[src/alid_pkg.sv]
// alid_pkg: constants, enumerations and carriers for the arithmetic and
// logic instruction decoder.
// assumes: opcode encoding of the standard 8-bit controller family.
package alid_pkg;

  // ==========================================================================
  // opcode length and timing tables, one 16-bit row mask per column group
  // ==========================================================================
  // column groups: low nibble 0..7 map to 0..7, low nibble 8..F to group 8
  localparam int COLS = 9;
  localparam logic [3:0] COL_REG_GRP = 4'h8;
  // bit n set: opcode with high nibble n is at least two bytes long
  localparam logic [15:0] LEN2_MASK [COLS] = '{16'h3FFE, 16'hFFFF, 16'h3FF3,
    16'h0070, 16'h0AFC, 16'hFBFF, 16'h0D80, 16'h0D80, 16'h2D80};
  // bit n set: opcode with high nibble n is three bytes long
  localparam logic [15:0] LEN3_MASK [COLS] = '{16'h020E, 16'h0000, 16'h0003,
    16'h0070, 16'h0800, 16'h2980, 16'h0800, 16'h0800, 16'h0800};
  // bit n set: opcode with high nibble n takes two machine cycles
  localparam logic [15:0] CYC2_MASK [COLS] = '{16'hFFFE, 16'hFFFF, 16'hC38F,
    16'hC7F0, 16'h0800, 16'h2980, 16'h0D00, 16'h0D00, 16'h2D00};

  // ==========================================================================
  // opcode rows and single opcodes of interest
  // ==========================================================================
  localparam logic [3:0] ROW_INC = 4'h0;
  localparam logic [3:0] ROW_DEC = 4'h1;
  localparam logic [3:0] ROW_ADD = 4'h2;
  localparam logic [3:0] ROW_ADD_WITH_CARRY = 4'h3;
  localparam logic [3:0] ROW_OR = 4'h4;
  localparam logic [3:0] ROW_AND = 4'h5;
  localparam logic [3:0] ROW_XOR = 4'h6;
  localparam logic [3:0] ROW_SUBTRACT_WITH_BORROW = 4'h9;
  localparam logic [3:0] ROW_EXT = 4'hE;
  localparam logic [7:0] OP_DIV = 8'h84;
  localparam logic [7:0] OP_MUL = 8'hA4;
  localparam logic [7:0] OP_INC_DP = 8'hA3;
  localparam logic [7:0] OP_DEC_ADJ = 8'hD4;
  localparam logic [7:0] OP_CLR_A = 8'hE4;
  localparam logic [7:0] OP_CPL_A = 8'hF4;
  localparam logic [7:0] OP_LONG_JMP = 8'h02;

  // ==========================================================================
  // lengths and machine-cycle counts
  // ==========================================================================
  localparam logic [1:0] LEN_ONE = 2'h1;
  localparam logic [1:0] LEN_TWO = 2'h2;
  localparam logic [1:0] LEN_THREE = 2'h3;
  localparam logic [2:0] CYC_ONE = 3'h1;
  localparam logic [2:0] CYC_TWO = 3'h2;
  localparam logic [2:0] CYC_MULDIV = 3'h4;
  localparam int CYC_MAX = 4;

  // ==========================================================================
  // enumerations and carriers
  // ==========================================================================
  typedef enum logic [3:0] {
    ALID_OTHER = 4'h0, ALID_ADD = 4'h1, ALID_ADD_WITH_CARRY = 4'h2, ALID_SUBTRACT_WITH_BORROW = 4'h3,
    ALID_INC = 4'h4, ALID_DEC = 4'h5, ALID_INC_DP = 4'h6, ALID_MUL = 4'h7,
    ALID_DIV = 4'h8, ALID_DEC_ADJ = 4'h9, ALID_AND = 4'hA, ALID_OR = 4'hB,
    ALID_XOR = 4'hC, ALID_CLR = 4'hD, ALID_CPL = 4'hE
  } alid_op_e;

  typedef enum logic [2:0] {
    MODE_NONE = 3'h0, MODE_ACC = 3'h1, MODE_REG = 3'h2, MODE_DIR = 3'h3,
    MODE_IND = 3'h4, MODE_IMM = 3'h5, MODE_DATA_POINTER = 3'h6
  } alid_mode_e;

  typedef enum logic [0:0] {
    ST_FETCH = 1'h0, ST_EXEC = 1'h1
  } alid_state_e;

  typedef struct packed {
    logic [7:0] opcode;
    alid_op_e op;
    alid_mode_e src;
    alid_mode_e dst;
    logic [2:0] reg_sel;
    logic ptr_sel;
    logic ind_int;
    logic ind_ext;
    logic [7:0] direct;
    logic [7:0] imm;
    logic [15:0] rel_ext;
    logic [10:0] addr11;
    logic [15:0] addr16;
    logic [1:0] len;
    logic [2:0] cycles;
    logic cy_we;
    logic ac_we;
    logic ov_we;
  } alid_instr_s;

endpackage

[src/alid_decoder.sv]
// alid_decoder: gathers opcode and operand bytes from program memory,
// decodes them and times execution in machine cycles.
// assumes: program memory sits on the core clock and offers bytes in order
// with a valid/ready handshake; the datapath obeys the decoded fields.
`timescale 1ns/1ps

module alid_decoder #(
  parameter int MC_CLOCKS = 1
) (
  // clock and reset
  input wire logic clk_sys_in,
  input wire logic rst_n_in,
  // program memory byte stream
  input wire logic code_valid_in,
  input wire logic [7:0] code_byte_in,
  output logic code_ready_out,
  // decoded instruction to the datapath
  output logic instr_valid_out,
  output alid_pkg::alid_instr_s instr_out,
  output logic exec_busy_out,
  output logic exec_done_out
);

  localparam int CNT_W = $clog2(alid_pkg::CYC_MAX * MC_CLOCKS + 1);

  typedef struct packed {
    alid_pkg::alid_state_e state;
    logic [1:0] cnt;
    logic [7:0] op;
    logic [7:0] b2;
    logic [CNT_W-1:0] clk_cnt;
    logic start;
    logic done;
    alid_pkg::alid_instr_s instr;
  } alid_core_s;

  alid_core_s st_reg;
  alid_core_s st_next;

  // ==========================================================================
  // table lookups
  // ==========================================================================
  function automatic logic [3:0] col_idx(input logic [7:0] op);
    return op[3] ? alid_pkg::COL_REG_GRP : {1'b0, op[2:0]};
  endfunction

  function automatic logic [1:0] len_of(input logic [7:0] op);
    logic [3:0] c;
    c = col_idx(op);
    if (alid_pkg::LEN3_MASK[c][op[7:4]]) begin
      return alid_pkg::LEN_THREE;
    end
    if (alid_pkg::LEN2_MASK[c][op[7:4]]) begin
      return alid_pkg::LEN_TWO;
    end
    return alid_pkg::LEN_ONE;
  endfunction

  function automatic logic [2:0] cyc_of(input logic [7:0] op);
    logic [3:0] c;
    c = col_idx(op);
    if (op == alid_pkg::OP_MUL || op == alid_pkg::OP_DIV) begin
      return alid_pkg::CYC_MULDIV;
    end
    if (alid_pkg::CYC2_MASK[c][op[7:4]]) begin
      return alid_pkg::CYC_TWO;
    end
    return alid_pkg::CYC_ONE;
  endfunction

  // operand mode of columns 4 and up
  function automatic alid_pkg::alid_mode_e mode_of(input logic [3:0] c);
    unique case (c)
      4'h4: return alid_pkg::MODE_IMM;
      4'h5: return alid_pkg::MODE_DIR;
      4'h6, 4'h7: return alid_pkg::MODE_IND;
      4'h8: return alid_pkg::MODE_REG;
      default: return alid_pkg::MODE_NONE;
    endcase
  endfunction

  // ==========================================================================
  // full decode of one assembled instruction
  // ==========================================================================
  function automatic alid_pkg::alid_instr_s decode(input logic [7:0] op,
                                                   input logic [7:0] b2,
                                                   input logic [7:0] b3);
    alid_pkg::alid_instr_s d;
    logic [3:0] c;
    logic [3:0] row;
    logic [7:0] last;
    d = '0;
    c = col_idx(op);
    row = op[7:4];
    d.opcode = op;
    d.len = len_of(op);
    d.cycles = cyc_of(op);
    d.reg_sel = op[2:0];
    // pointer from register 0 or 1
    d.ptr_sel = op[0];
    d.ind_int = (c == 4'h6) || (c == 4'h7);
    // external moves use the pointer as an external address instead
    d.ind_ext = (row >= alid_pkg::ROW_EXT) && (c == 4'h2 || c == 4'h3);
    d.direct = b2;
    last = (d.len == alid_pkg::LEN_THREE) ? b3 : b2;
    d.imm = last;
    d.rel_ext = {{8{last[7]}}, last};
    d.addr11 = {op[7:5], b2};
    d.addr16 = {b2, b3};
    if (c >= 4'h4 && (row == alid_pkg::ROW_ADD || row == alid_pkg::ROW_ADD_WITH_CARRY ||
        row == alid_pkg::ROW_SUBTRACT_WITH_BORROW)) begin
      d.op = (row == alid_pkg::ROW_ADD) ? alid_pkg::ALID_ADD :
             (row == alid_pkg::ROW_ADD_WITH_CARRY) ? alid_pkg::ALID_ADD_WITH_CARRY : alid_pkg::ALID_SUBTRACT_WITH_BORROW;
      d.dst = alid_pkg::MODE_ACC;
      d.src = mode_of(c);
      d.cy_we = 1'b1;
      d.ac_we = 1'b1;
      d.ov_we = 1'b1;
    end
    // logic ops, direct targets written back
    if (c >= 4'h2 && (row == alid_pkg::ROW_OR || row == alid_pkg::ROW_AND ||
        row == alid_pkg::ROW_XOR)) begin
      d.op = (row == alid_pkg::ROW_OR) ? alid_pkg::ALID_OR :
             (row == alid_pkg::ROW_AND) ? alid_pkg::ALID_AND : alid_pkg::ALID_XOR;
      d.dst = (c < 4'h4) ? alid_pkg::MODE_DIR : alid_pkg::MODE_ACC;
      d.src = (c == 4'h2) ? alid_pkg::MODE_ACC :
              (c == 4'h3) ? alid_pkg::MODE_IMM : mode_of(c);
    end
    if (c >= 4'h4 && (row == alid_pkg::ROW_INC || row == alid_pkg::ROW_DEC)) begin
      d.op = (row == alid_pkg::ROW_INC) ? alid_pkg::ALID_INC : alid_pkg::ALID_DEC;
      d.dst = (c == 4'h4) ? alid_pkg::MODE_ACC : mode_of(c);
    end
    // single-opcode accumulator and pointer operations
    unique case (op)
      alid_pkg::OP_INC_DP: begin
        d.op = alid_pkg::ALID_INC_DP;
        d.dst = alid_pkg::MODE_DATA_POINTER;
      end
      alid_pkg::OP_MUL, alid_pkg::OP_DIV: begin
        d.op = (op == alid_pkg::OP_MUL) ? alid_pkg::ALID_MUL : alid_pkg::ALID_DIV;
        d.dst = alid_pkg::MODE_ACC;
        d.cy_we = 1'b1;
        d.ov_we = 1'b1;
      end
      alid_pkg::OP_DEC_ADJ: begin
        d.op = alid_pkg::ALID_DEC_ADJ;
        d.dst = alid_pkg::MODE_ACC;
        d.cy_we = 1'b1;
      end
      alid_pkg::OP_CLR_A, alid_pkg::OP_CPL_A: begin
        d.op = (op == alid_pkg::OP_CLR_A) ? alid_pkg::ALID_CLR : alid_pkg::ALID_CPL;
        d.dst = alid_pkg::MODE_ACC;
      end
      default: begin
      end
    endcase
    return d;
  endfunction

  // ==========================================================================
  // byte gathering and execution timing
  // ==========================================================================
  // one pass: bytes are taken only while idle, so an instruction in flight
  // stalls program memory instead of needing a prefetch buffer
  always_comb begin
    logic [7:0] op_v;
    logic [7:0] b2_v;
    logic [7:0] b3_v;
    logic [1:0] need;
    op_v = 8'h00;
    b2_v = 8'h00;
    b3_v = 8'h00;
    need = alid_pkg::LEN_ONE;
    st_next = st_reg;
    st_next.start = 1'b0;
    st_next.done = 1'b0;
    unique case (st_reg.state)
      alid_pkg::ST_FETCH: begin
        if (code_valid_in) begin
          op_v = (st_reg.cnt == 2'h0) ? code_byte_in : st_reg.op;
          need = len_of(op_v);
          if (st_reg.cnt == 2'h0) begin
            st_next.op = code_byte_in;
            st_next.b2 = 8'h00;
          end
          if (st_reg.cnt == 2'h1) begin
            st_next.b2 = code_byte_in;
          end
          st_next.cnt = st_reg.cnt + 2'h1;
          if (st_reg.cnt + 2'h1 == need) begin
            // a one-byte instruction must not inherit the previous operand byte
            b2_v = (st_reg.cnt == 2'h1) ? code_byte_in :
                   (st_reg.cnt == 2'h0) ? 8'h00 : st_reg.b2;
            b3_v = (st_reg.cnt == 2'h2) ? code_byte_in : 8'h00;
            st_next.instr = decode(op_v, b2_v, b3_v);
            st_next.cnt = 2'h0;
            st_next.state = alid_pkg::ST_EXEC;
            st_next.start = 1'b1;
            st_next.clk_cnt = CNT_W'(int'(cyc_of(op_v)) * MC_CLOCKS - 1);
          end
        end
      end
      alid_pkg::ST_EXEC: begin
        // hold for the instruction's machine cycles
        if (st_reg.clk_cnt == '0) begin
          st_next.state = alid_pkg::ST_FETCH;
          st_next.done = 1'b1;
        end else begin
          st_next.clk_cnt = st_reg.clk_cnt - CNT_W'(1);
        end
      end
    endcase
  end

  // state register
  always_ff @(posedge clk_sys_in or negedge rst_n_in) begin
    if (!rst_n_in) begin
      st_reg <= '0;
    end else begin
      st_reg <= st_next;
    end
  end

  // outputs: handshake combinational, data straight from flops
  assign code_ready_out = (st_reg.state == alid_pkg::ST_FETCH);
  assign instr_valid_out = st_reg.start;
  assign instr_out = st_reg.instr;
  assign exec_busy_out = (st_reg.state == alid_pkg::ST_EXEC);
  assign exec_done_out = st_reg.done;

  // ==========================================================================
  // checks
  // ==========================================================================
  logic [7:0] busy_cnt;
  always_ff @(posedge clk_sys_in or negedge rst_n_in) begin
    if (!rst_n_in) begin
      busy_cnt <= 8'h00;
    end else if (exec_busy_out) begin
      busy_cnt <= busy_cnt + 8'h01;
    end else begin
      busy_cnt <= 8'h00;
    end
  end
endmodule

[config.mk]
export PLATFORM = sky130hd
export DESIGN_NAME = alid_decoder
export DESIGN_NICKNAME = d
export VERILOG_FILES = /design/src/alid_pkg.sv /design/src/alid_decoder.sv
export SDC_FILE = /design/constraint.sdc
export NUM_CORES = 1
export LEC_CHECK = 0
export BUFFER_PORTS_ARGS = -buffer_cell sky130_fd_sc_hd__buf_4
export CAP_MARGIN = 40
export CORE_MARGIN = 10
export CORE_UTILIZATION = 50
export CTS_CLUSTER_DIAMETER = 120
export DETAILED_ROUTE_END_ITERATION = 10
export PLACE_DENSITY = 0.88
export SKIP_LAST_GASP = 1
export SLEW_MARGIN = 5
export SYNTH_ARGS = -nofsm -noshare
export SYNTH_HDL_FRONTEND = slang
export SYNTH_SLANG_ARGS = --single-unit
[constraint.sdc]
create_clock -name clk_sys_in -period 3.9 [get_ports clk_sys_in]
set_input_delay 0.39 -clock clk_sys_in [delete_from_list [all_inputs] [get_ports clk_sys_in]]
set_output_delay 0.39 -clock clk_sys_in [all_outputs]
set_load 0.005 [all_outputs]
# ---- After elaboration in Yosys (flattened, before gate mapping)
# Memories as Yosys holds them, arrays and structs flattened.
# Cells that the tools add are included.
dict set report totals {
  out_inout_bits 95
  memories 3
  ff_bits 107
  wordCells 185
  romBits 768
}
# name words width rd rd_clocked_by_memory_dff wr line
set mem_list {}
lappend mem_list {{(name not given)} 16 16 1 0 0 alid_decoder.sv:65} ;# if (alid_pkg::CYC2_MASK[c][op[7:4]]) begin
lappend mem_list {{(name not given)} 16 16 1 0 0 alid_decoder.sv:53} ;# if (alid_pkg::LEN2_MASK[c][op[7:4]]) begin
lappend mem_list {{(name not given)} 16 16 1 0 0 alid_decoder.sv:50} ;# if (alid_pkg::LEN3_MASK[c][op[7:4]]) begin
dict set report op_classes {
  n_mux 93
  reduce_logical 26
  bitwise_logic 2
  magnitude_cmp 6
  n_eq_ne 27
  add_sub_neg 3
}
# cell n
set op_table {}
lappend op_table {{$mux W16} 7}
lappend op_table {{$mux W8} 7}
lappend op_table {{$eq A8 B8 Y1 const B} 6}
lappend op_table {{$mux W3} 16}
lappend op_table {{$mux W1} 34}
lappend op_table {{$eq A4 B3 Y1 const B} 7}
lappend op_table {{$mux W2} 14}
lappend op_table {{$mux W23} 1}
lappend op_table {{$eq A4 B2 Y1 const B} 4}
lappend op_table {{$mux W4} 4}
lappend op_table {{$pmux W4 S4} 1}
lappend op_table {{$bmux W1 S4} 3}
lappend op_table {{$pmux W3 S2} 2}
lappend op_table {{$pmux W3 S4} 1}
lappend op_table {{$reduce_and A3 Y1} 4}
lappend op_table {{$mux W10} 1}
lappend op_table {{$pmux W3 S3} 1}
lappend op_table {{$eq A4 B4 Y1 const B} 2}
lappend op_table {{$logic_or A1 B1 Y1} 8}
lappend op_table {{$reduce_or A2 Y1} 3}
lappend op_table {{$sub A3 B1 Y3 const B} 2}
lappend op_table {{$ge A5 B5 Y1 const B} 1}
lappend op_table {{$lt A4 B5 Y1 const B} 1}
lappend op_table {{$not A4 Y5} 1}
lappend op_table {{21 further kinds} 26}

# ---- Logic depth before layout (Yosys ltp)
# Gate-level depths: netlist (run 1).
dict set report logic_depth {
  depth_word 36
  ltp_mapped 18
}

# ---- Least setup slack after synthesis (run 1)
# No wires, ideal clock.
dict set report synth_path {
  path_type {register to register}
  start {register st_reg[112] (netlist bit)}
  end {register st_reg (netlist bit instr_out[3])}
  setup_time_ps 127
  path_buffers 5
  t_arrival_ps 3838
  setup_slack_ps -66
  required_ps 3773
  path_stages_with_launch 19
  synth_period_minus_slack_ps 3966
  cell_sequence {dfrtp_1 -> inv_1 -> ha_1 -> buf_4 -> buf_4 -> buf_2 -> mux2_2 -> nand2_1 -> inv_1 -> ha_1 -> o21ai_1 -> mux2i_1 -> a211oi_2 -> nand2_1 -> and3_1 -> o31ai_2 -> buf_4 -> buf_6 -> mux2_1}
}
dict set report synth_between {
  elab_chain_len 19
  elab_cells_between_ends 49
}
# item line
set synth_rtl {}
lappend synth_rtl {{start: declaration} alid_decoder.sv:37} ;# alid_core_s st_reg;
lappend synth_rtl {{start signal: assignment} alid_decoder.sv:220} ;# st_reg <= st_next;
lappend synth_rtl {{$logic_not A2 Y1} alid_decoder.sv:180} ;# op_v = (st_reg.cnt == 2'h0) ? code_byte_in : st_reg.op;
lappend synth_rtl {{$mux W8} alid_decoder.sv:180}
lappend synth_rtl {{$mux W4} alid_decoder.sv:44} ;# return op[3] ? alid_pkg::COL_REG_GRP : {1'b0, op[2:0]};
lappend synth_rtl {{$not A4 Y5 (implied by the code)} {alid_decoder.sv:50, alid_decoder.sv:53, alid_decoder.sv:65}}
lappend synth_rtl {{$mem_v2 Z16 W16} --}
lappend synth_rtl {{$mux W16 (2 in a row)} --}
lappend synth_rtl {{$bmux W1 S4} --}
lappend synth_rtl {{$mux W1 (2 in a row)} --}
lappend synth_rtl {{$mux W1} alid_decoder.sv:53}
lappend synth_rtl {{$mux W1} alid_decoder.sv:179} ;# if (code_valid_in) begin
lappend synth_rtl {{$mux W1} alid_decoder.sv:177} ;# unique case (st_reg.state)
lappend synth_rtl {{$mux W2} alid_decoder.sv:56} ;# return alid_pkg::LEN_ONE;
lappend synth_rtl {{$mux W2} alid_decoder.sv:53}
lappend synth_rtl {{$mux W2} alid_decoder.sv:179}
lappend synth_rtl {{$mux W2} alid_decoder.sv:177}
lappend synth_rtl {{$eq A2 B2 Y1} alid_decoder.sv:190} ;# if (st_reg.cnt + 2'h1 == need) begin
lappend synth_rtl {{$reduce_and A3 Y1 (no line)} --}
# Parallel ways exist; a longest one is shown, timed or not. The select of a mux whose other input is x is not followed.
# A chain may end at the register's enable or synchronous reset.

# ---- Final worst setup path (run 1)
dict set report layout_path {
  start {register st_reg[112] (netlist bit)}
  end {register st_reg (netlist bit instr_out[89])}
}
dict set report layout_between {
  elab_chain_len 19
  elab_cells_between_ends 29
}
# item line
set layout_rtl {}
lappend layout_rtl {{$logic_not A2 Y1} alid_decoder.sv:180}
lappend layout_rtl {{$mux W8} alid_decoder.sv:180}
lappend layout_rtl {{$mux W4} alid_decoder.sv:44}
lappend layout_rtl {{$not A4 Y5 (implied by the code)} {alid_decoder.sv:50, alid_decoder.sv:53}}
lappend layout_rtl {{$mem_v2 Z16 W16} --}
lappend layout_rtl {{$mux W16 (2 in a row)} --}
lappend layout_rtl {{$bmux W1 S4} --}
lappend layout_rtl {{$mux W1 (2 in a row)} --}
lappend layout_rtl {{$mux W1} alid_decoder.sv:53}
lappend layout_rtl {{$mux W1} alid_decoder.sv:179}
lappend layout_rtl {{$mux W1} alid_decoder.sv:177}
lappend layout_rtl {{$mux W2} alid_decoder.sv:56}
lappend layout_rtl {{$mux W2} alid_decoder.sv:53}
lappend layout_rtl {{$mux W2} alid_decoder.sv:179}
lappend layout_rtl {{$mux W2} alid_decoder.sv:177}
lappend layout_rtl {{$eq A2 B2 Y1} alid_decoder.sv:190}
lappend layout_rtl {{$reduce_and A3 Y1 (no line)} --}
# Parallel ways exist; a longest one is shown, timed or not. The select of a mux whose other input is x is not followed.

==> metrics.sh, run 1 <==
FINAL.SETUP.WORST_SLACK_NS=0.141
SYNTH_SEQ_AREA_SHARE_PCT=37.6
TIMING.CRITICAL_PATH.SLOWEST_STAGE_CELL='sky130_fd_sc_hd__dfrtp_2'
DIE_HEIGHT_UM=121
MAX_CAP_VIOLATIONS=0
ORIGIN_OF_THE_WORST_MIN_DELAY_PATH='code_byte_in[1]'
NETLIST_AREA_UM2=5060
SLEW_VIOL_FINAL=0
SYNTH.NET_COUNT=530
INSERTION_DELAY_NS=0.36
SETUP-VIOLATIONS-FINAL=0
AREA_GROWTH_PCT=14.7
CELL_AT_THE_ROOT_OF_THE_CLOCK_TREE='sky130_fd_sc_hd__clkbuf_8'
WORSTPATHREQUIRED_NS=4.14
MAXCLOCKFREQUENCY_MHz=266
NUM-NETS-FINAL=558
INITIAL_ANTENNA_VIOLATION_COUNT=0
DIE_W_UM=121
NETLIST_TOP_CELLS_COUNT='sky130_fd_sc_hd__buf_4 (96), sky130_fd_sc_hd__dfrtp_1 (76), sky130_fd_sc_hd__nand2_1 (35), sky130_fd_sc_hd__mux2_2 (33), sky130_fd_sc_hd__nor2_1 (30)'
DETAILROUTE.VIA_COUNT=3839
DESIGN.DIE.AREA_UM2=14500
WORST_CLOCK_SKEW_NS=0.00884
LAYOUT_WORST_PATH_CYCLE_SHARE_PCT=96.4
NUMBER_OF_STANDARD_CELL_ROWS_IN_THE_FLOORPLAN=36
DRTITER0DRC=259
CRITICAL_PATH_PEAK_FANOUT=15
TIMING.MAX_SLEW.REL_SLACK_PCT=51.3
SYNTH_ENABLE_FLOP_CELLS=0
WORSTSETUPSTARTPOINT='st_reg[112]'
FINAL_LAYOUT_SIZE_SUFFIX_GT1_SHARE_PCT=37.5
GROUTE.USAGE.OVERALL_PCT=17.1
CTS_MAX_PATH_BUFFERS=2
POWER_LEAKAGE_nW=2.86
SYNTHARSTFLOPSHARE_PCT=100
POWER_DENSITY_nW_PER_UM2=974
DPL_WORST_SLACK_NS=0.0709
TIMING.CRITICAL_PATH.BUF_INV=4
TIMING.HOLD.WS_NS=0.340
SUM_OF_NET_HALF_PERIMETERS_AFTER_DETAILED_PLACEMENT_UM=9770
CRIT_CELLS=15
MOST_NUMEROUS_CELL_IN_THE_YOSYS_NETLIST='sky130_fd_sc_hd__buf_4'
SETUP.WORST_PATH.START_CLASS='flip-flop'
CRIT_FAMILY='compound AO/OA/AOI/OAI gates'
CRITICAL_PATH.MAX_STAGE_DELAY_NS=0.46
DIODES=0
ROUTE.DETAILED.DRC=0
TIMING.CRITICAL_PATH.CELLS='inv_1, ha_4, mux2_2, nand2_1, inv_2, ha_2, o221ai_1, o31ai_1, a221oi_1, nand4_1, nor4b_4, o31ai_4, buf_4, clkbuf_16, mux2_1'
CRITICAL_PATH.REG2REG.ENDPOINT='instr_out[89]'
WORST_SETUP_PATH_END_KIND='flip-flop'
GP_CONGESTION=0.943
STARTING_DENSITY_OF_THE_CORE_PCT=51.5
WORSTSETUPPATHTYPE='flip-flop to flip-flop'
POWER.IR.VDD_WORST_mV=0.380
DRT_PRE_ANTENNA_ITERS=5
TOTAL_OF_WARNINGS_RAISED_BY_YOSYS=0
SETUP_SLACK_OF_THE_WORST_REGISTER_TO_REGISTER_PATH_NS=0.14
TIGHTESTPINTRANSITION_NS=0.729
VIAS_PER_CELL=5.69
CLKSINKCOUNT=76
TOP_LEVEL_PORTS=106
POST-ROUTE-MIN-PERIOD_NS=3.76
GRT_REMAINING_OVERFLOW=0
CORE_UM2=9820
GRT_PASS1_VIAS=3966
FIN_TNS_SETUP_NS=0
CP-ENDPOINT='instr_out[89]'
SYNTH-MAIN-FF-CELL='sky130_fd_sc_hd__dfrtp_1'
HOLD_VIOLATIONS=0
HOLD_PATH_CLASS='input port to flip-flop'
DPL_CELL_AREA_UM2=5380
MAXIMUM_NUMBER_OF_PINS_ON_ONE_NET_BEFORE_GLOBAL_ROUTE_REPAIR=45
POST_DRT_WL_PER_CELL_UM=19.4
TIMING.REG2REG.WORST_PATH_DEPTH=15
WORST-ENDPOINT-ARRIVAL_NS=4.00
STATUS='finished, final reports clean'
CTS_BUFFERS=9
POST-SYNTH-TOP-AREA-FRACTION_PCT=37.6
SYNTH.TOP_CELLS.BY_AREA='sky130_fd_sc_hd__dfrtp_1 (38%), sky130_fd_sc_hd__buf_4 (14%), sky130_fd_sc_hd__mux2_2 (7.3%), sky130_fd_sc_hd__mux2_1 (4.5%), sky130_fd_sc_hd__a22o_1 (4.0%)'
CTS.REPORTEDPATHS.CLKPINSLEW_NS=0.09
FIRST_PASS_GRT_WIRE_LENGTH_UM=20500
REGISTER_BIT_COUNT_REPORTED_BY_YOSYS=76
STARTPOINT_OF_THE_LOWEST_SLACK_REGISTER_TO_REGISTER_PATH='st_reg[112]'
BUFFER_PORTS.INSERTED=105
YOSYS.CELL_TYPES.COUNT=64
CTS-HTREE-LEVELS=3
SYNTH_TOP_CELL_BY_AREA='sky130_fd_sc_hd__dfrtp_1'
POST_DETAILED_ROUTING_WIRE_LENGTH_UM=13100
LARGEST_REGISTER_FFS=52
POSTLAYOUTCELLAREA_UM2=5800
DRTANTENNAVIOLNETS=0
TRITONCTS='done'
SYN-INSTANCE-COUNT=509
POST_SYNTH.CELL_AREA_AVG_UM2=9.94
power breakdown:
group	total [W]	internal [W]	switching (W)
Sequential	0.00143	0.00113	0.000306
Combinational	0.00347	0.00174	0.00173
Clock	0.000742	0.000429	0.000313
Total	0.00565	0.00330	0.00235
how the worst min path moves through the flow:
stage,end,cells past startpoint
floorplan,exec_busy_out,0
global placement,exec_done_out,1
detailed placement,instr_out[80],1
CTS,st_reg[97],2
global route,st_reg[97],2
finish,st_reg[97],2
worst register-to-register path, cell delays in order (launching register included):
cell and delay, ns:
sky130_fd_sc_hd__dfrtp_2 0.46, sky130_fd_sc_hd__inv_1 0.12, sky130_fd_sc_hd__ha_4 0.21, sky130_fd_sc_hd__mux2_2 0.40
sky130_fd_sc_hd__nand2_1 0.14, sky130_fd_sc_hd__inv_2 0.08, sky130_fd_sc_hd__ha_2 0.23, sky130_fd_sc_hd__o221ai_1 0.08
sky130_fd_sc_hd__o31ai_1 0.12, sky130_fd_sc_hd__a221oi_1 0.29, sky130_fd_sc_hd__nand4_1 0.26, sky130_fd_sc_hd__nor4b_4 0.23
sky130_fd_sc_hd__o31ai_4 0.35, sky130_fd_sc_hd__buf_4 0.19, sky130_fd_sc_hd__clkbuf_16 0.17, sky130_fd_sc_hd__mux2_1 0.33
per-stage QoR:
stage	util, %	instances	total power (W)
after global routing	59.1	675	0.00604
after floorplan	-	509	0.00383
final	59.1	675	0.00565
after global placement	54.6	650	0.00456
after CTS	57.5	669	0.00540
after detailed placement	54.8	652	0.00465
final cells by class:
cell class / count / area (um2)
Clock inverter: 7 / 124
Fill cell: 820 / 4020
Sequential cell: 76 / 1900
Inverter: 23 / 86.3
Tap cell: 133 / 166
Timing Repair Buffer: 130 / 1060
Clock buffer: 9 / 124
Multi-Input combinational cell: 297 / 2340
cells in the final DEF, fill, tap and decap left out, drive strengths merged, types with 2 or more instances in the layout:
cell type / n
buf: 127
dfrtp: 76
mux2: 55
nand2: 35
nor2: 30
inv: 24
a22o: 23
o21ai: 19
mux2i: 18
nor3: 16
clkbuf: 11
ha: 10
a21oi: 9
nor3b: 5
o31ai: 5
a31oi: 5
and3b: 4
nor2b: 4
o21a: 4
or2: 4
nand3: 3
o221ai: 3
a221oi: 3
and2: 3
bufinv: 3
and3: 3
a211oi: 3
nand2b: 2
a311oi: 2
a21o: 2
nor4: 2
o22ai: 2
nand4: 2
a22oi: 2
or3: 2
o2111ai: 2
clkinv: 2
nor4b: 2
what timing repair did:
item / 4_1_cts / 5_1_grt
setup endpoints to repair: 0 / 53
gates resized for setup: 0 / 17
endpoints found under the hold margin: 32 / 0
buffers inserted: 0 / 4
hold buffers: 1 / 0
kinds of logic after synthesis:
logic type / Yosys count / synth area share [%]
flip-flops: 76 / 37.6
multiplexers: 73 / 16.1
adder cells (fa/ha/maj): 10 / 2.47
buffers and inverters: 136 / 17.8
AO/OA/AOI/OAI: 94 / 13.9
AND/OR/NAND/NOR: 120 / 12.1
layer usage:
layer	GRT usage [%]	up-vias	share of wire (%)
li1	-	1767	-
met1	19.9	1877	41
met2	29.8	180	49
met3	5.68	15	8.2
met4	4.22	0	0.97
met5	0	-	0
Power figures use the tool's default switching activity.
==> inputs of run 2 (changes only) <==
--- a/config.mk
+++ b/config.mk
@@ -5,7 +5,7 @@
 export SDC_FILE = /design/constraint.sdc
 export NUM_CORES = 1
 export LEC_CHECK = 0
-export BUFFER_PORTS_ARGS = -buffer_cell sky130_fd_sc_hd__buf_4
+export BUFFER_PORTS_ARGS = -buffer_cell sky130_fd_sc_hd__buf_2
 export CAP_MARGIN = 40
 export CORE_MARGIN = 10
 export CORE_UTILIZATION = 50
==> run 2 against run 1 <==
Fmax hardly changed. Critical path depth fell by 2. Count of clock-buffer cells in the layout stayed put. Die area stayed put. First-iteration DRC count down 16%. Register-to-register slack hardly changed. Flip-flop and latch count is the same. Total power down 7.1%. Largest power group unchanged.
==> metrics.sh, run 2 (synthesized netlist as in run 1, its figures left out) <==
STATUS='finished, final reports clean'
WORST_CLOCK_SKEW_NS=0.0116  # +0.00275 ns
MOSTFREQUENTLAYOUTCELLS='sky130_fd_sc_hd__buf_2 (105), sky130_fd_sc_hd__dfrtp_1 (75), sky130_fd_sc_hd__mux2_2 (33), sky130_fd_sc_hd__nand2_1 (33), sky130_fd_sc_hd__nor2_1 (30)'
SUM_OF_NET_HALF_PERIMETERS_AFTER_DETAILED_PLACEMENT_UM=9540  # -2.3%
WORSTSETUPPATHTYPE='flip-flop to flip-flop'
MAXCLOCKFREQUENCY_MHz=266  # about the same
CRITICAL_PATH_PEAK_FANOUT=20  # +5
LEADING_CELL_TYPE_IN_THE_LAYOUT_FILL_AND_TAPS_EXCLUDED='sky130_fd_sc_hd__buf_2'
TRITONCTS='done'
FINAL_LAYOUT_SIZE_SUFFIX_GT1_SHARE_PCT=38.2  # +0.71 points
STARTPOINT_OF_THE_LOWEST_SLACK_REGISTER_TO_REGISTER_PATH='st_reg[112]'
POST_DETAILED_ROUTING_WIRE_LENGTH_UM=12900  # -1.3%
INITIAL_ANTENNA_VIOLATION_COUNT=0  # unchanged
CELL_AT_THE_ROOT_OF_THE_CLOCK_TREE='sky130_fd_sc_hd__clkbuf_8'
DRTITER0DRC=218  # -16%
HOLD_PATH_CELL_CNT=3  # +1
WORST_SETUP_PATH_END_KIND='flip-flop'
TIMING.REG2REG.WORST_PATH_DEPTH=13  # -2
CRITICAL_PATH.REG2REG.ENDPOINT='instr_out[36]'
LAYOUT_WORST_PATH_CYCLE_SHARE_PCT=96.4  # about the same
NUM-NETS-FINAL=561  # +0.54%
LARGEST_REGISTER_FFS=52  # unchanged
FIRST_PASS_GRT_WIRE_LENGTH_UM=20500  # +0.34%
DIE_W_UM=121  # unchanged
GRT_PASS1_VIAS=4005  # +0.98%
HOLD_PATH_CLASS='input port to flip-flop'
BUFFER_PORTS.INSERTED=105  # unchanged
HOLD_VIOLATIONS=0  # unchanged
DIE_HEIGHT_UM=121  # unchanged
POWER_LEAKAGE_nW=2.82  # -1.4%
POST-ROUTE-MIN-PERIOD_NS=3.76  # -0.000167 ns
FINAL.SETUP.WORST_SLACK_NS=0.141  # +0.000167 ns
SETUP_SLACK_OF_THE_WORST_REGISTER_TO_REGISTER_PATH_NS=0.14  # about the same
WORSTPATHREQUIRED_NS=4.16  # +0.02 ns
TOP_LEVEL_PORTS=106  # unchanged
HOLD_END='instr_out[14]'
DIODES=0  # unchanged
MAX_CAP_VIOLATIONS=0  # unchanged
DETAILROUTE.VIA_COUNT=3829  # -0.26%
POWER_DENSITY_nW_PER_UM2=952  # -2.2%
POST_DRT_WL_PER_CELL_UM=19.0  # -1.7%
CTS_MAX_PATH_BUFFERS=2  # unchanged
SLEW_VIOL_FINAL=0  # unchanged
WORST-ENDPOINT-ARRIVAL_NS=4.02  # +0.02 ns
DPL_WORST_SLACK_NS=-0.0782  # -0.149 ns
POWER.IR.VDD_WORST_mV=0.362  # -4.7%
ORIGIN_OF_THE_WORST_MIN_DELAY_PATH='code_byte_in[6]'
CTS-HTREE-LEVELS=3  # unchanged
DRT_PRE_ANTENNA_ITERS=4  # -1
DESIGN_POWER_TOTAL_W=0.00525  # -7.1%
SETUP-VIOLATIONS-FINAL=0  # unchanged
FIN_TNS_SETUP_NS=0  # unchanged
TIMING.MAX_SLEW.REL_SLACK_PCT=52.2  # +0.89 points
CTS.REPORTEDPATHS.CLKPINSLEW_NS=0.09  # about the same
STARTING_DENSITY_OF_THE_CORE_PCT=51.5  # unchanged
DESIGN.DIE.AREA_UM2=14500  # unchanged
DRTANTENNAVIOLNETS=0  # unchanged
MAXIMUM_NUMBER_OF_PINS_ON_ONE_NET_BEFORE_GLOBAL_ROUTE_REPAIR=63  # +40%
GROUTE.USAGE.OVERALL_PCT=17.2  # +0.087 points
CLKSINKCOUNT=76  # unchanged
TIGHTESTPINTRANSITION_NS=0.715  # -0.0133 ns
CTS_BUFFERS=9  # unchanged
AREA_GROWTH_PCT=8.98
ROUTE.DETAILED.DRC=0  # unchanged
NUMBER_OF_STANDARD_CELL_ROWS_IN_THE_FLOORPLAN=36  # unchanged
TIMING.HOLD.WS_NS=0.354  # +0.0144 ns
CORE_UM2=9820  # unchanged
GRT_REMAINING_OVERFLOW=0  # unchanged
INSERTION_DELAY_NS=0.37  # about the same
SETUP.WORST_PATH.START_CLASS='flip-flop'
GP_CONGESTION=0.947  # +0.42%
VIAS_PER_CELL=5.65  # -0.70%
run 2: cell types whose count changed in the layout (fill, tap and decap cells not counted), moves of 2 or more:
| cell | change |
|---|---|
| sky130_fd_sc_hd__bufinv_16 | -2 |
| sky130_fd_sc_hd__clkinv_2 | +2 |
| sky130_fd_sc_hd__buf_4 | -101 |
| sky130_fd_sc_hd__buf_2 | +104 |
| sky130_fd_sc_hd__ha_2 | +2 |
run 2: what timing repair did:
| action | in CTS | in global routing |
|---|---|---|
| gates resized for setup | 3 | 13 |
| pin swaps | 0 | 4 |
| endpoints found under the hold margin | 14 | 0 |
| hold buffers | 1 | 0 |
| cloned | 0 | 2 |
| buffers inserted | 0 | 4 |
| setup endpoints to repair | 40 | 42 |
run 2: through the flow:
step                      cell area (um2)  instances  utilization, %
after floorplan                      5070        509               -
after global placement               5120        653            52.2
after detailed placement             5150        655            52.5
after CTS                            5370        672            54.7
after global routing                 5510        678            56.2
final                                5510        678            56.2
run 2: cell type report:
class,count,area [um2]
fillers,844,4310
multi-input cells,297,2330
flip-flops and latches,76,1900
repair buffers,133,826
well taps,133,166
clock buffers,9,124
inverters,23,86.3
clock inverters,7,75.1
run 2: metal layers:
layer / routed length (um) / share of wire, % / up-vias / GRT usage (%)
li1: - / - / 1778 / -
met1: 5160 / 40 / 1875 / 20.3
met2: 6390 / 49 / 159 / 28.7
met3: 1150 / 8.9 / 17 / 5.68
met4: 209 / 1.6 / 0 / 6.33
met5: 0 / 0 / - / 0
run 2: power by group:
group / total, W / switching (W) / internal [W]
clock network: 0.000612 / 0.000314 / 0.000299
logic: 0.00322 / 0.00170 / 0.00152
registers: 0.00141 / 0.000283 / 0.00113
run 2: worst max-delay path by stage:
stage	from	end	slack (ns)	depth (start not counted)
global placement	st_reg[112]	instr_out[37]	0.05	14
detailed placement	st_reg[112]	instr_out[59]	-0.08	14
CTS	st_reg[112]	instr_out[59]	0.08	14
floorplan	st_reg[112]	instr_out[3]	0.04	18
global route	st_reg[112]	instr_out[36]	-0.01	13
finish	st_reg[112]	instr_out[36]	0.14	13
run 2: critical path, cell delays in order, from the launching register on:
cell and delay, ns:
sky130_fd_sc_hd__dfrtp_2 0.46, sky130_fd_sc_hd__inv_1 0.13, sky130_fd_sc_hd__ha_4 0.21, sky130_fd_sc_hd__buf_6 0.22
sky130_fd_sc_hd__mux2_2 0.45, sky130_fd_sc_hd__mux2i_1 0.22, sky130_fd_sc_hd__a21oi_1 0.13, sky130_fd_sc_hd__o31ai_2 0.35
sky130_fd_sc_hd__nand4_1 0.24, sky130_fd_sc_hd__nor4b_4 0.21, sky130_fd_sc_hd__o31ai_4 0.34, sky130_fd_sc_hd__buf_4 0.19
sky130_fd_sc_hd__clkbuf_16 0.17, sky130_fd_sc_hd__mux2_2 0.33
==> inputs of run 3 (changes only) <==
--- a/config.mk
+++ b/config.mk
@@ -11,7 +11,8 @@
 export CORE_UTILIZATION = 50
 export CTS_CLUSTER_DIAMETER = 120
 export DETAILED_ROUTE_END_ITERATION = 10
-export PLACE_DENSITY = 0.88
+export PLACE_DENSITY = 0.77
+export SETUP_SLACK_MARGIN = 0.2
 export SKIP_LAST_GASP = 1
 export SLEW_MARGIN = 5
 export SYNTH_ARGS = -nofsm -noshare
==> run 3 against run 2 <==
Count of clock-buffer cells in the layout did not move. Final cell count increased by 0.59%. Global-route usage rose by 0.23 points. Fmax rose by 4.7%. Critical path type unchanged. Largest cell class unchanged.
==> metrics.sh, run 3 (synthesized netlist as in run 1, its figures left out) <==
DRTANTENNAVIOLNETS=0  # unchanged
WORSTPATHREQUIRED_NS=4.15  # about the same
CTS_MAX_PATH_BUFFERS=2  # unchanged
WORST-ENDPOINT-ARRIVAL_NS=3.84  # -0.18 ns
DPL_CELL_AREA_UM2=5200  # +0.95%
STARTING_DENSITY_OF_THE_CORE_PCT=51.5  # unchanged
FINAL-SEQ-AREA_UM2=1900  # about the same
POWER_REPORT.INTERNAL_TOTAL_W=0.00299  # +1.3%
INSERTION_DELAY_NS=0.37  # about the same
ROUTE.TOP_LAYER_USED='met4'
LARGEST_REGISTER_FFS=52  # unchanged
WORST_CLOCK_SKEW_NS=0.0116  # +0.0000217 ns
FIN_TNS_SETUP_NS=0  # unchanged
DIE_W_UM=121  # unchanged
GRT_REMAINING_OVERFLOW=0  # unchanged
POWER_SWITCHING_SHARE_PCT=43.7  # -0.047 points
ORIGIN_OF_THE_WORST_MIN_DELAY_PATH='code_byte_in[1]'
CRITICAL_PATH_PEAK_FANOUT=15  # -25%
TIGHTESTPINTRANSITION_NS=0.719  # +0.00370 ns
MOSTFREQUENTLAYOUTCELLS='sky130_fd_sc_hd__buf_2 (104), sky130_fd_sc_hd__dfrtp_1 (76), sky130_fd_sc_hd__mux2_2 (33), sky130_fd_sc_hd__nand2_1 (33), sky130_fd_sc_hd__nor2_1 (30)'
CRITICAL_PATH.MAX_STAGE_DELAY_NS=0.40  # -0.06 ns
CLKSINKCOUNT=76  # unchanged
POWER.IR.VDD_WORST_mV=0.369  # +2.0%
POWER_LEAKAGE_nW=2.84  # +0.60%
SLEW_VIOL_FINAL=0  # unchanged
SUM_OF_NET_HALF_PERIMETERS_AFTER_DETAILED_PLACEMENT_UM=9710  # +1.7%
TRITONCTS='done'
TIMING.MAX_SLEW.REL_SLACK_PCT=52.0  # -0.25 points
MAXIMUM_NUMBER_OF_PINS_ON_ONE_NET_BEFORE_GLOBAL_ROUTE_REPAIR=47  # -25%
MULTI_INPUT_COMB_AREA_UM2=2330  # unchanged
DP_CELLS=659  # +0.61%
SETUP-VIOLATIONS-FINAL=0  # unchanged
VIAS_PER_CELL=5.66  # +0.19%
LAYOUT_WORST_PATH_CYCLE_SHARE_PCT=92.0  # -4.3 points
HOLD_END='instr_out[9]'
FINAL_LAYOUT_SIZE_SUFFIX_GT1_SHARE_PCT=38.1  # -0.096 points
DIE_HEIGHT_UM=121  # unchanged
TIMING.CRITICAL_PATH.SLOWEST_STAGE_CELL='sky130_fd_sc_hd__dfrtp_1'
GRT_PASS1_VIAS=3890  # -2.9%
GP_CONGESTION=0.919  # -2.9%
CTS-HTREE-LEVELS=3  # unchanged
CORE_UM2=9820  # unchanged
DRTITER0DRC=238  # +9.2%
DESIGN.DIE.AREA_UM2=14500  # unchanged
SHARE_COMB_OF_TOTAL_POWER_PCT=62.3  # +0.9 points
LEADING_CELL_TYPE_IN_THE_LAYOUT_FILL_AND_TAPS_EXCLUDED='sky130_fd_sc_hd__buf_2'
FIN_CELLS=682  # +0.59%
DETAILROUTE.VIA_COUNT=3859  # +0.78%
RSZ0062_AT_GRT='no'
FINAL_CORE_UTILIZATION_PCT=56.5  # +0.31 points
DPL_WORST_SLACK_NS=0.223  # +0.301 ns
WORSTSETUPPATHTYPE='flip-flop to flip-flop'
POWER_DENSITY_nW_PER_UM2=958  # +0.67%
TIMING.REG2REG.WORST_PATH_DEPTH=15  # +2
CRITICAL_PATH.REG2REG.ENDPOINT='instr_out[77]'
WIRELENGTH_MET1_UM=5390  # +4.5%
BUFFER_PORTS.INSERTED=105  # unchanged
WORST_SETUP_PATH_END_KIND='flip-flop'
POSTLAYOUTCELLAREA_UM2=5540  # +0.54%
POST-ROUTE-MIN-PERIOD_NS=3.59  # -0.170 ns
CTS_BUFFERS=9  # unchanged
TOTAL_MET2_WIRELENGTH_AFTER_DETAILED_ROUTING_UM=6490  # +1.6%
MAX_CAP_VIOLATIONS=0  # unchanged
POST_DRT_WL_PER_CELL_UM=19.3  # +1.5%
DRT_PRE_ANTENNA_ITERS=4  # unchanged
HOLD_PATH_CLASS='input port to flip-flop'
NUMBER_OF_STANDARD_CELL_ROWS_IN_THE_FLOORPLAN=36  # unchanged
MAXCLOCKFREQUENCY_MHz=279  # +4.7%
INITIAL_ANTENNA_VIOLATION_COUNT=0  # unchanged
HOLD_VIOLATIONS=0  # unchanged
TIMING.CRITICAL_PATH.CELLS='inv_2, ha_4, mux2_2, nand2_1, inv_1, ha_1, o21ai_2, mux2i_1, a211oi_4, nand2_2, nor4b_4, o31ai_4, buf_6, clkbuf_16, mux2_1'
FINAL.SETUP.WORST_SLACK_NS=0.311  # +0.170 ns
ROUTE.DETAILED.DRC=0  # unchanged
NUM-NETS-FINAL=566  # +0.89%
POWER.SHARE.CLOCK_PCT=11.4  # -0.3 points
POST_DETAILED_ROUTING_WIRE_LENGTH_UM=13200  # +2.1%
STATUS='finished, final reports clean'
FIRST_PASS_GRT_WIRE_LENGTH_UM=20600  # +0.40%
DR_WL_MET3_UM=1100  # -3.9%
STARTPOINT_OF_THE_LOWEST_SLACK_REGISTER_TO_REGISTER_PATH='st_reg[112]'
PART_OF_THE_POWER_IN_REGISTERS_PCT=26.3  # -0.6 points
SETUP_SLACK_OF_THE_WORST_REGISTER_TO_REGISTER_PATH_NS=0.31  # +0.17 ns
SETUP.WORST_PATH.START_CLASS='flip-flop'
DIODES=0  # unchanged
TOP_LEVEL_PORTS=106  # unchanged
HOLD_PATH_CELL_CNT=3  # unchanged
CTS.REPORTEDPATHS.CLKPINSLEW_NS=0.09  # about the same
GROUTE.USAGE.OVERALL_PCT=17.5  # +0.23 points
CELL_AT_THE_ROOT_OF_THE_CLOCK_TREE='sky130_fd_sc_hd__clkbuf_8'
NETSWITCHINGPOWER_W=0.00232  # +1.1%
FILLCELLCOUNT=893  # +5.8%
AREA_GROWTH_PCT=9.57
run 3: area by class of cell:
cell class,count,area share [%]
well taps,133,3.00
flip-flops and latches,76,34.3
inverters,23,1.56
multi-input cells,297,42.1
clock inverters,6,1.20
clock buffers,9,2.23
repair buffers,138,15.6
run 3: how the worst max path moves through the flow:
stage,from,to,slack (ns),cells past startpoint
4_1_cts,st_reg[112],instr_out[75],0.25,14
5_1_grt,st_reg[112],instr_out[86],0.18,15
3_5_place_dp,st_reg[112],instr_out[75],0.22,14
3_3_place_gp,st_reg[112],instr_out[38],0.32,14
6_report,st_reg[112],instr_out[77],0.31,15
2_1_floorplan,st_reg[112],instr_out[3],0.21,18
run 3: timing repair:
item / 4_1_cts / 5_1_grt
buffers inserted: 0 / 5
cloned: 0 / 2
resized for setup: 1 / 11
pin swaps: 0 / 4
endpoints found under the hold margin: 30 / 0
endpoints found under the setup margin: 2 / 41
hold buffers: 1 / 0
run 3: metal layers:
metal | GRT usage (%) | vias up
li1 | - | 1785
met1 | 19.9 | 1910
met2 | 29.8 | 149
met3 | 5.54 | 15
met4 | 6.71 | 0
met5 | 0 | -
run 3: power groups by stage:
stage	logic (W)	registers, W	clock network, W
after floorplan	0.00254	0.00134	0
after global placement	0.00304	0.00138	0
after detailed placement	0.00307	0.00141	0
after CTS	0.00309	0.00140	0.000611
after global routing	0.00360	0.00145	0.000650
final	0.00331	0.00140	0.000605
run 3: through the flow:
step	hold WS, ns	power (W)
4_1_cts	0.347	0.00510
3_5_place_dp	0.367	0.00448
2_1_floorplan	0.0944	0.00388
3_3_place_gp	0.453	0.00441
5_1_grt	0.370	0.00570
6_report	0.351	0.00531
run 3: critical path, delay by kind of cell (launching register included):
kind	cells	cell delay, ns
multiplexers	3	0.87
AND/OR/NAND/NOR	3	0.68
buffers and inverters	4	0.58
AO/OA/AOI/OAI	3	0.48
adder cells (fa/ha/maj)	2	0.45
flip-flops	1	0.40
